### src/verilog/smrd_defs.svh
`ifndef SMRD_DEFS_SVH
`define SMRD_DEFS_SVH

// offsets inside one 4 KiB locality page
`define SMRD_OFF_INT_EN 12'h008
`define SMRD_OFF_CAP 12'h014
`define SMRD_OFF_STS 12'h018
`define SMRD_OFF_MEAS_END 12'h020
`define SMRD_OFF_DATA 12'h024
`define SMRD_OFF_MEAS_START 12'h028
`define SMRD_OFF_IFID 12'h030
`define SMRD_OFF_XDATA 12'h080

// locality pages
`define SMRD_LOC_MAX 4'h4
`define SMRD_NLOC 5

// capability word: max_transfer_size_field position and code
`define SMRD_CAP_XFER_LSB 9
`define SMRD_CAP_XFER_CODE 2'h3
`define SMRD_XFER_MAX_BYTES 16'h0040

// reset and fixed values
`define SMRD_IFID_VALUE 32'h0000_1230
`define SMRD_INT_EN_RESET 32'h0000_0000
`define SMRD_EMPTY_RD 8'hFF
`define SMRD_UNMAPPED_RD 8'h00

`endif

### src/verilog/smrd_pkg.sv
package smrd_pkg;

	typedef enum logic [1:0] {
		BUS_LPC = 2'h0,
		BUS_SPI = 2'h1,
		BUS_I2C = 2'h2
	} smrd_bus_t;

	typedef enum logic [3:0] {
		SEL_NONE = 4'h0,
		SEL_INT_EN = 4'h1,
		SEL_CAP = 4'h2,
		SEL_STS = 4'h3,
		SEL_DATA = 4'h4,
		SEL_IFID = 4'h5,
		SEL_XDATA = 4'h6,
		SEL_MEAS_START = 4'h7,
		SEL_MEAS_END = 4'h8
	} smrd_sel_t;

	typedef enum logic [1:0] {
		ST_IDLE = 2'b00,
		ST_OPEN = 2'b01
	} smrd_state_t;

	typedef struct packed {
		logic [15:0] addr;
		logic write;
		smrd_bus_t bus;
	} smrd_txn_t;

	typedef struct packed {
		smrd_sel_t sel;
		logic [1:0] lane;
		logic [2:0] loc;
	} smrd_dec_t;

	typedef struct packed {
		logic [2:0] loc;
		logic ext;
		logic [7:0] data;
	} smrd_push_t;

endpackage : smrd_pkg

### src/verilog/smrd_addr_map.sv
`timescale 1ns/1ps
`include "smrd_defs.svh"

module smrd_addr_map import smrd_pkg::*; (
	// byte address and bus kind
	input wire logic [15:0] addr,
	input wire smrd_bus_t bus,
	// decode result
	output smrd_dec_t dec
);

	wire [3:0] page = addr[15:12];
	wire [11:0] off = addr[11:0];
	wire [11:0] word = {off[11:2], 2'b00};
	wire loc_ok = (page <= `SMRD_LOC_MAX); // [RQ1]
	wire is_l4 = (page == `SMRD_LOC_MAX);
	wire hit_int_en = (word == `SMRD_OFF_INT_EN);
	wire hit_cap = (word == `SMRD_OFF_CAP);
	wire hit_sts = (word == `SMRD_OFF_STS) && (off[1:0] != 2'b11); // [RQ19]
	wire hit_data = (word == `SMRD_OFF_DATA); // [RQ16] [RQ3]
	wire hit_ifid = (word == `SMRD_OFF_IFID); // [RQ11]
	wire hit_xdata = (word == `SMRD_OFF_XDATA) && (bus != BUS_I2C); // [RQ8]
	wire hit_mstart = is_l4 && (off == `SMRD_OFF_MEAS_START); // [RQ4]
	wire hit_mend = is_l4 && (off == `SMRD_OFF_MEAS_END); // [RQ4]
	wire is_port = hit_data || hit_xdata;
	smrd_sel_t sel;

	always_comb begin
		sel = SEL_NONE;
		if (loc_ok) begin
			if (hit_int_en)
				sel = SEL_INT_EN;
			else if (hit_cap)
				sel = SEL_CAP;
			else if (hit_sts)
				sel = SEL_STS;
			else if (hit_data)
				sel = SEL_DATA;
			else if (hit_ifid)
				sel = SEL_IFID;
			else if (hit_xdata)
				sel = SEL_XDATA;
			else if (hit_mstart)
				sel = SEL_MEAS_START;
			else if (hit_mend)
				sel = SEL_MEAS_END;
		end
	end

	// data ports ignore the low address bits, everything else keeps its lane
	assign dec = '{sel: sel, lane: (is_port ? 2'b00 : off[1:0]), loc: page[2:0]};

endmodule : smrd_addr_map

### src/verilog/smrd_top.sv
// Notes on behaviour
// RQ1: locality is address bits 15:12, pages 0 to 4 give localities 0 to 4.
// RQ2: status register is one physical register seen from every locality page.
// RQ3: all addresses of the byte data port alias one internal data path.
// RQ4: measurement command window decodes only in locality 4.
// RQ5: four single-byte writes with rising address build a word, low byte first.
// RQ6: data port bytes need not arrive with addresses stepping modulo four.
// RQ7: one SPI write at extended offset carries many bytes without address advance.
// RQ8: extended data port is not decoded on I2C.
// RQ9: host keeps each access inside one register; device copes if it does not.
// RQ10: single-byte reads and writes inside wider registers are supported.
// RQ11: FIFO identifier register is provided with a fixed value.
// RQ12: oversized SPI read returns start register data, adjacent data real; the code reads adjacent data ports as empty (FF).
// RQ13: oversized SPI write updates start register only; adjacent writes dropped.
// RQ14: a boundary-crossing SPI transaction is never aborted.
// RQ15: transaction state is cleared at each start so nothing leaks forward.
// RQ16: byte data port ignores address bits 1:0; each byte goes to the base.
// RQ17: extended port accepts every length from one byte to the reported maximum.
// RQ18: beyond the maximum, extended bytes pass only while transfer allowance is nonzero.
// RQ19: every other register decodes down to the byte; the code leaves status byte 3 (offset 018 + 3) undecoded.
// RQ20: multi-byte registers are little endian, lowest address holds bits 7:0.
// RQ21: long writes never update a register that starts elsewhere.
// RQ22: long reads return start register data, never abort.
`timescale 1ns/1ps
`include "smrd_defs.svh"

module smrd_top import smrd_pkg::*; (
	// clock and reset
	input wire logic clk,
	input wire logic nrst,
	// transaction from host bus front end
	input wire logic txn_start,
	input wire smrd_txn_t txn,
	input wire logic byte_valid,
	input wire logic [7:0] byte_wdata,
	input wire logic txn_end,
	// read answer
	output logic rd_valid,
	output logic [7:0] rd_data,
	// core status
	input wire logic [7:0] sts_flags,
	input wire logic [15:0] sts_allowance,
	// read queue from core, show-ahead
	input wire logic rdq_valid,
	input wire logic [7:0] rdq_data,
	output logic rdq_pop,
	// write data to core
	output logic push_valid,
	output smrd_push_t push,
	// status command byte to core
	output logic sts_cmd_valid,
	output logic [7:0] sts_cmd_data,
	output logic [2:0] sts_cmd_loc,
	// measurement window pulses
	output logic meas_start,
	output logic meas_end,
	output logic [7:0] meas_data,
	// configuration and state
	output logic [`SMRD_NLOC-1:0][31:0] int_enable,
	output logic [2:0] active_loc,
	output logic txn_open,
	output logic cross_seen,
	output logic drop_seen
);

	localparam logic [31:0] CAP_WORD =
		{30'h0000_0000, `SMRD_CAP_XFER_CODE} << `SMRD_CAP_XFER_LSB;

	// byte select from a little-endian word
	function automatic logic [7:0] lane_byte(input logic [31:0] w, input logic [1:0] lane);
		lane_byte = w[{lane, 3'b000} +: 8]; // [RQ20]
	endfunction : lane_byte

	// true for the two streaming data ports
	function automatic logic is_port(input smrd_sel_t s);
		is_port = (s == SEL_DATA) || (s == SEL_XDATA);
	endfunction : is_port

	// one little-endian byte lane replaced inside a word
	function automatic logic [31:0] lane_merge(input logic [31:0] w, input logic [1:0] lane,
		input logic [7:0] b);
		logic [31:0] r;
		r = w;
		r[{lane, 3'b000} +: 8] = b;
		lane_merge = r;
	endfunction : lane_merge

	smrd_state_t state_reg;
	smrd_state_t state_next;
	smrd_txn_t txn_reg;
	logic [15:0] addr_reg;
	logic [15:0] addr_next;
	logic first_reg;
	smrd_dec_t start_dec_reg;
	logic [15:0] count_reg;
	logic [`SMRD_NLOC-1:0][31:0] int_en_reg;
	logic rd_valid_reg;
	logic [7:0] rd_data_reg;
	logic rdq_pop_reg;
	logic push_valid_reg;
	smrd_push_t push_reg;
	logic sts_cmd_valid_reg;
	logic [7:0] sts_cmd_data_reg;
	logic [2:0] sts_cmd_loc_reg;
	logic meas_start_reg;
	logic meas_end_reg;
	logic [7:0] meas_data_reg;
	logic [2:0] active_loc_reg;
	logic cross_seen_reg;
	logic drop_seen_reg;
	logic txn_open_reg;
	wire [`SMRD_NLOC-1:0][31:0] int_en_next;
	smrd_dec_t cur_dec;

	// decode of the byte currently addressed
	smrd_addr_map u_map (
		.addr(addr_reg),
		.bus(txn_reg.bus),
		.dec(cur_dec)
	);

	wire open_st = (state_reg == ST_OPEN);
	// a byte beside a new start belongs to no transaction and is ignored
	wire byte_go = open_st && byte_valid && !txn_start; // [RQ15]
	wire wr_byte = byte_go && txn_reg.write;
	wire rd_byte = byte_go && !txn_reg.write;
	// the first byte compares against itself, so it never counts as a crossing
	wire smrd_dec_t start_dec = first_reg ? cur_dec : start_dec_reg;
	// any change of register or locality after the first byte is a crossing
	wire crossing = (cur_dec.sel != start_dec.sel) || (cur_dec.loc != start_dec.loc);
	wire mapped = (cur_dec.sel != SEL_NONE);
	// the limit counts every extended byte of the transaction, kept or dropped
	wire over_max = (count_reg >= `SMRD_XFER_MAX_BYTES); // [RQ17]
	wire xd_allowed = !over_max || (sts_allowance != 16'h0000); // [RQ18]
	wire port_ok = (cur_dec.sel != SEL_XDATA) || xd_allowed;
	// writes outside the start register are dropped, state untouched
	wire wr_ok = wr_byte && mapped && !crossing && port_ok; // [RQ13] [RQ21]
	wire wr_drop = wr_byte && !wr_ok;
	wire rd_port = rd_byte && is_port(cur_dec.sel) && !crossing && port_ok;
	// a pop still in flight means the shown head is already taken; reading it
	// again would hand one queue byte out twice, so that byte reads as empty
	wire head_ok = rdq_valid && !rdq_pop_reg; // [RQ16]
	wire pop_ok = rd_port && head_ok;
	wire loc_in = (cur_dec.loc <= 3'(`SMRD_LOC_MAX));
	wire [31:0] int_en_cur = loc_in ? int_en_reg[cur_dec.loc] : 32'h0000_0000;
	wire [31:0] sts_word = {8'h00, sts_allowance, sts_flags}; // [RQ2]
	wire [7:0] port_byte = head_ok ? rdq_data : `SMRD_EMPTY_RD;
	logic [7:0] rd_mux;

	// read selection; adjacent registers of an oversized read give real data, adjacent data ports read as empty
	always_comb begin
		rd_mux = `SMRD_UNMAPPED_RD;
		unique case (cur_dec.sel)
			SEL_INT_EN: rd_mux = lane_byte(int_en_cur, cur_dec.lane); // [RQ10] [RQ12]
			SEL_CAP: rd_mux = lane_byte(CAP_WORD, cur_dec.lane);
			SEL_STS: rd_mux = lane_byte(sts_word, cur_dec.lane); // [RQ2]
			SEL_IFID: rd_mux = lane_byte(`SMRD_IFID_VALUE, cur_dec.lane); // [RQ11]
			SEL_DATA: rd_mux = rd_port ? port_byte : `SMRD_EMPTY_RD; // [RQ3]
			SEL_XDATA: rd_mux = rd_port ? port_byte : `SMRD_EMPTY_RD; // [RQ7]
			SEL_MEAS_START: rd_mux = `SMRD_UNMAPPED_RD;
			SEL_MEAS_END: rd_mux = `SMRD_UNMAPPED_RD;
			SEL_NONE: rd_mux = `SMRD_UNMAPPED_RD;
			default: rd_mux = `SMRD_UNMAPPED_RD;
		endcase
	end

	// transaction sequencing; a new start always wins and clears everything
	always_comb begin
		state_next = state_reg;
		if (txn_start)
			state_next = ST_OPEN; // [RQ15]
		else if (txn_end)
			state_next = ST_IDLE;
	end

	// the ports hold their address, other registers step one byte each
	always_comb begin
		addr_next = addr_reg;
		if (txn_start)
			addr_next = txn.addr;
		else if (byte_go && !is_port(cur_dec.sel))
			addr_next = addr_reg + 16'h0001; // [RQ5]
	end

	// open flag kept beside the state so the output comes from a flop
	always_ff @(posedge clk or negedge nrst) begin
		if (!nrst) begin
			state_reg <= ST_IDLE;
			txn_open_reg <= 1'b0;
		end else begin
			state_reg <= state_next;
			txn_open_reg <= (state_next == ST_OPEN);
		end
	end

	always_ff @(posedge clk or negedge nrst) begin
		if (!nrst) begin
			txn_reg <= '{addr: 16'h0000, write: 1'b0, bus: BUS_LPC};
			active_loc_reg <= 3'h0;
		end else if (txn_start) begin
			txn_reg <= txn;
			active_loc_reg <= txn.addr[14:12]; // [RQ1]
		end
	end

	always_ff @(posedge clk or negedge nrst) begin
		if (!nrst)
			addr_reg <= 16'h0000;
		else
			addr_reg <= addr_next;
	end

	// start register of the transaction, caught at its first byte
	always_ff @(posedge clk or negedge nrst) begin
		if (!nrst) begin
			first_reg <= 1'b1;
			start_dec_reg <= '{sel: SEL_NONE, lane: 2'b00, loc: 3'h0};
		end else if (txn_start) begin
			first_reg <= 1'b1; // [RQ15]
		end else if (byte_go && first_reg) begin
			first_reg <= 1'b0;
			start_dec_reg <= cur_dec;
		end
	end

	// extended port byte count for the length limit
	always_ff @(posedge clk or negedge nrst) begin
		if (!nrst)
			count_reg <= 16'h0000;
		else if (txn_start)
			count_reg <= 16'h0000; // [RQ15]
		else if (byte_go && (cur_dec.sel == SEL_XDATA) && (count_reg != 16'hFFFF))
			count_reg <= count_reg + 16'h0001;
	end

	// crossing and drop flags per transaction; a crossing never aborts
	always_ff @(posedge clk or negedge nrst) begin
		if (!nrst) begin
			cross_seen_reg <= 1'b0;
			drop_seen_reg <= 1'b0;
		end else if (txn_start) begin
			cross_seen_reg <= 1'b0;
			drop_seen_reg <= 1'b0;
		end else if (byte_go) begin
			cross_seen_reg <= cross_seen_reg || crossing; // [RQ14]
			drop_seen_reg <= drop_seen_reg || wr_drop;
		end
	end

	// per-locality interrupt enable copies, byte-wide writes
	generate
		for (genvar g = 0; g < `SMRD_NLOC; g++) begin : g_loc
			wire hit = wr_ok && (cur_dec.sel == SEL_INT_EN) && (cur_dec.loc == 3'(g));
			wire [31:0] merged = lane_merge(int_en_reg[g], cur_dec.lane, byte_wdata);
			assign int_en_next[g] = hit ? merged : int_en_reg[g]; // [RQ10] [RQ20]
		end
	endgenerate

	// the whole bank is written by one process
	always_ff @(posedge clk or negedge nrst) begin
		if (!nrst)
			int_en_reg <= {`SMRD_NLOC{`SMRD_INT_EN_RESET}};
		else
			int_en_reg <= int_en_next;
	end

	// read answer one cycle after the byte request
	always_ff @(posedge clk or negedge nrst) begin
		if (!nrst) begin
			rd_valid_reg <= 1'b0;
			rd_data_reg <= 8'h00;
		end else begin
			rd_valid_reg <= rd_byte; // [RQ22]
			if (rd_byte)
				rd_data_reg <= rd_mux;
		end
	end

	always_ff @(posedge clk or negedge nrst) begin
		if (!nrst)
			rdq_pop_reg <= 1'b0;
		else
			rdq_pop_reg <= pop_ok; // [RQ6]
	end

	// data bytes to the core, one per accepted write at either port
	always_ff @(posedge clk or negedge nrst) begin
		if (!nrst) begin
			push_valid_reg <= 1'b0;
			push_reg <= '{loc: 3'h0, ext: 1'b0, data: 8'h00};
		end else begin
			push_valid_reg <= wr_ok && is_port(cur_dec.sel); // [RQ16] [RQ7]
			if (wr_ok && is_port(cur_dec.sel))
				push_reg <= '{loc: cur_dec.loc, ext: (cur_dec.sel == SEL_XDATA),
					data: byte_wdata};
		end
	end

	// status byte 0 is a command; upper bytes are read only
	always_ff @(posedge clk or negedge nrst) begin
		if (!nrst) begin
			sts_cmd_valid_reg <= 1'b0;
			sts_cmd_data_reg <= 8'h00;
			sts_cmd_loc_reg <= 3'h0;
		end else begin
			sts_cmd_valid_reg <= wr_ok && (cur_dec.sel == SEL_STS) && (cur_dec.lane == 2'b00);
			if (wr_ok && (cur_dec.sel == SEL_STS) && (cur_dec.lane == 2'b00)) begin
				sts_cmd_data_reg <= byte_wdata; // [RQ2]
				sts_cmd_loc_reg <= cur_dec.loc;
			end
		end
	end

	// measurement window strobes, locality 4 only
	always_ff @(posedge clk or negedge nrst) begin
		if (!nrst) begin
			meas_start_reg <= 1'b0;
			meas_end_reg <= 1'b0;
			meas_data_reg <= 8'h00;
		end else begin
			meas_start_reg <= wr_ok && (cur_dec.sel == SEL_MEAS_START); // [RQ4]
			meas_end_reg <= wr_ok && (cur_dec.sel == SEL_MEAS_END); // [RQ4]
			if (wr_ok && ((cur_dec.sel == SEL_MEAS_START) || (cur_dec.sel == SEL_MEAS_END)))
				meas_data_reg <= byte_wdata;
		end
	end

	assign rd_valid = rd_valid_reg;
	assign rd_data = rd_data_reg;
	assign rdq_pop = rdq_pop_reg;
	assign push_valid = push_valid_reg;
	assign push = push_reg;
	assign sts_cmd_valid = sts_cmd_valid_reg;
	assign sts_cmd_data = sts_cmd_data_reg;
	assign sts_cmd_loc = sts_cmd_loc_reg;
	assign meas_start = meas_start_reg;
	assign meas_end = meas_end_reg;
	assign meas_data = meas_data_reg;
	assign int_enable = int_en_reg;
	assign active_loc = active_loc_reg;
	assign txn_open = txn_open_reg;
	assign cross_seen = cross_seen_reg;
	assign drop_seen = drop_seen_reg;

endmodule : smrd_top

### config.mk
export PLATFORM = sky130hd
export DESIGN_NAME = smrd_top
export DESIGN_NICKNAME = d
export VERILOG_FILES = /design/src/verilog/smrd_pkg.sv /design/src/verilog/smrd_addr_map.sv /design/src/verilog/smrd_top.sv
export VERILOG_INCLUDE_DIRS = /design/src /design/src/verilog
export SDC_FILE = /design/constraint.sdc
export NUM_CORES = 1
export LEC_CHECK = 0
export BUFFER_PORTS_ARGS = -buffer_cell sky130_fd_sc_hd__buf_2
export CORE_MARGIN = 4
export CORE_UTILIZATION = 35
export DETAILED_ROUTE_END_ITERATION = 8
export PLACE_DENSITY = 0.62
export SETUP_SLACK_MARGIN = 0.4
export SKIP_LAST_GASP = 1
export SYNTH_ARGS = -nofsm -noshare
export SYNTH_HDL_FRONTEND = slang
export SYNTH_SLANG_ARGS = --single-unit
### constraint.sdc
create_clock -name clk -period 5.5 [get_ports clk]
set_clock_uncertainty 0.05 [all_clocks]
set_input_delay 0.55 -clock clk [delete_from_list [all_inputs] [get_ports clk]]
set_output_delay 0.55 -clock clk [all_outputs]
set_load 0.01 [all_outputs]
==> impl_metrics.env <==
export IMPL_status="complete, no violations"
export IMPL_rsz0062_at_grt="false"
export IMPL_detail_route_antenna_nets=0
export IMPL_fp_dieW_um=201
export IMPL_grt_pass1_vias=10400
export IMPL_yosys_top_cells_count="dfrtp_1, mux2_2, nand2_1"
export IMPL_grt_max_degree=158
export IMPL_ys_flop_type="dfrtp_1"
export IMPL_synth_top_area_frac=0.491
export IMPL_numCtsBuffers=31
export IMPL_relSlewSlack=0.212
export IMPL_hpwl_mm=33.9
export IMPL_viasPerCell=5.66
export IMPL_yosysUniqueCellTypes=73
export IMPL_cts_setup_buffers=0
export IMPL_drt_total_wl_mm=45.9
export IMPL_num_rows=70
export IMPL_top_layer_used="met4"
export IMPL_cp_arrival_ps=4670
export IMPL_post_route_cells_drive_above_1_share=0.418
export IMPL_worstHoldStart="txn[1]"
export IMPL_yosysMostFrequentCell="dfrtp_1"
export IMPL_synth_async_reset_ratio=1.00
export IMPL_tightest_slew_ps=1170
export IMPL_finalPower_mw=4.70
export IMPL_syn_inst=1080
export IMPL_layout_nets=1420
export IMPL_yosysSeqAreaShare=0.493
export IMPL_fin_util=0.437
export IMPL_path_class="reg -> reg"
export IMPL_wl_met3_mm=3.17
export IMPL_syn_avg_cell_area_um2=12.0
export IMPL_dr_pass1_iters=5
export IMPL_syn2layout_area_growth_pct=23.2
export IMPL_start_util=0.355
export IMPL_finalMaxSlewViolations=0
export IMPL_p_per_area_nw_per_um2=293
export IMPL_htreeDepth=1
export IMPL_cts_repair_resized=0
export IMPL_fp_dieH_um=201
export IMPL_critPathLaunchType="flop"
export IMPL_route_met2_wl_mm=21.0
export IMPL_boundaryPins=276
export IMPL_cp_cell_sequence="and4bb_2, nand4_1, and3_1, nor3_4, xnor2_1, a31oi_4, buf_4, nor4_4, mux2_2"
export IMPL_dieArea_um2=40300
export IMPL_hold_violations=0
export IMPL_wl_met1_mm=20.6
export IMPL_layoutNonFillerInstCount=1839
export IMPL_antenna_found_initial=0
export IMPL_max_stage_delay_ps=700
export IMPL_ys_warn_count=0
export IMPL_place_gp_congestion=0.888
export IMPL_startpoint="addr_reg[14]"
export IMPL_synth_edff_count=0
export IMPL_cp_end_kind="flop"
export IMPL_r2r_start="addr_reg[14]"
export IMPL_max_freq_mhz=234
export IMPL_diodes=0
export IMPL_ys_ff_latch=256
export IMPL_vias=10400
export IMPL_hp_class="in -> reg"
export IMPL_synth_area_top_cells="dfrtp_1, mux2_2, mux4_2"
export IMPL_ctsHoldBuffers=1
export IMPL_yosysTopAreaCell="dfrtp_1"
export IMPL_setup_viol=0
export IMPL_cp_max_fo=28
export IMPL_mappedNetlistArea_um2=13000
export IMPL_root_buffer="clkbuf_16"
export IMPL_core_um2=36600
export IMPL_cpMaxStageDelayCell="dfrtp_1"
export IMPL_clk_latency_ps=560
export IMPL_max_cap_violations=0
export IMPL_syn_nets=1153
export IMPL_drc_errors=0
export IMPL_drt_iter0_markers=752
export IMPL_port_buffers=275
export IMPL_peakVddDrop_mv=0.227
export IMPL_rrSetupSlack_ps=1230
export IMPL_grt_overflow=0
export IMPL_worst_ep_required_time_ps=5900
export IMPL_routedWlPerCell_um=25.0
export IMPL_grt_first_pass_wirelength_mm=68.9
export IMPL_setup_tns_ps=0
export IMPL_track_usage=0.219
export IMPL_fin_crit_ps=4270
export IMPL_clkTransAtPathRegs_ps=60
export IMPL_placed_cells=1781
export IMPL_cts_tree="yes"
export IMPL_clkSinkCount=256
export IMPL_fin_crit_sh=0.776
export IMPL_largest_reg_flops=160
export IMPL_clk_path_buf_depth=3
export IMPL_p_leak_nw=7.88
## placed cells by master, fill, tap and decap left out, types with 23 or more instances in the layout
| cell | Yosys | layout |
|---|---|---|
| and2_1 | 42 | 42 |
| nand3_1 | 23 | 23 |
| o21ai_0 | 54 | 54 |
| clkbuf_16 | 0 | 31 |
| nand2_1 | 75 | 75 |
| dfrtp_1 | 255 | 253 |
| a22oi_1 | 24 | 24 |
| mux2_2 | 161 | 161 |
| buf_2 | 13 | 274 |
| nor2_1 | 49 | 48 |
| mux4_2 | 32 | 32 |
## final timing paths
check / endpoint / cells past startpoint
max in group asynchronous: int_enable[30] / 3
min in group asynchronous: active_loc[0] / 2
worst max-delay path: int_enable[92] / 9
worst min register to register: sts_cmd_data[0] / 1
worst min-delay path: txn_reg[1] / 3
worst max register to register: int_enable[92] / 9
## area by class of cell
class | instances | area, um^2
Clock inverter | 17 | 274
Inverter | 23 | 86.3
Tap cell | 468 | 586
Fill cell | 3544 | 20600
Sequential cell | 256 | 6410
Clock buffer | 40 | 870
Multi-Input combinational cell | 745 | 6270
Timing Repair Buffer | 290 | 1510
## worst max-delay path, delay by kind of cell, from the launching register on
kind                   cells  cell delay, ps
XOR/XNOR                   1             310
AO/OA/AOI/OAI              1             450
buffers and inverters      1             380
multiplexers               1             410
flip-flops                 1             700
AND/OR/NAND/NOR            5            1830
## cells by family (layout without fill, tap and decap cells)
group / Yosys count / after routing / share of synthesized area
AOI/OAI and AO/OA: 192 / 192 / 0.105
xor gates and xnor gates: 35 / 35 / 0.0236
adders and majority gates: 8 / 8 / 0.00770
buffers and inverters: 79 / 370 / 0.0270
DFF: 256 / 256 / 0.493
muxes: 208 / 208 / 0.208
and+or+nand+nor: 302 / 302 / 0.137
## where the power goes
| part | switching (mW) | internal (mW) | total (mW) |
|---|---|---|---|
| logic | 0.317 | 0.129 | 0.446 |
| clock network | 0.857 | 1.44 | 2.30 |
| registers | 0.0428 | 1.91 | 1.95 |
| total | 1.22 | 3.48 | 4.70 |
## stage by stage
step	hold slack, ps	cell area (um^2)	worst slack (ps)
after floorplan	204	13000	2200
after global placement	367	14900	1360
after detailed placement	370	14900	1280
after CTS	130	16000	1250
after global routing	151	16000	990
final	147	16000	1230
## per-layer routing
layer	vias up	GRT usage
li1	4578	-
met1	5387	0.317
met2	383	0.342
met3	62	0.0449
met4	0	0.0514
met5	-	0
(Power assumes the default switching activity.)
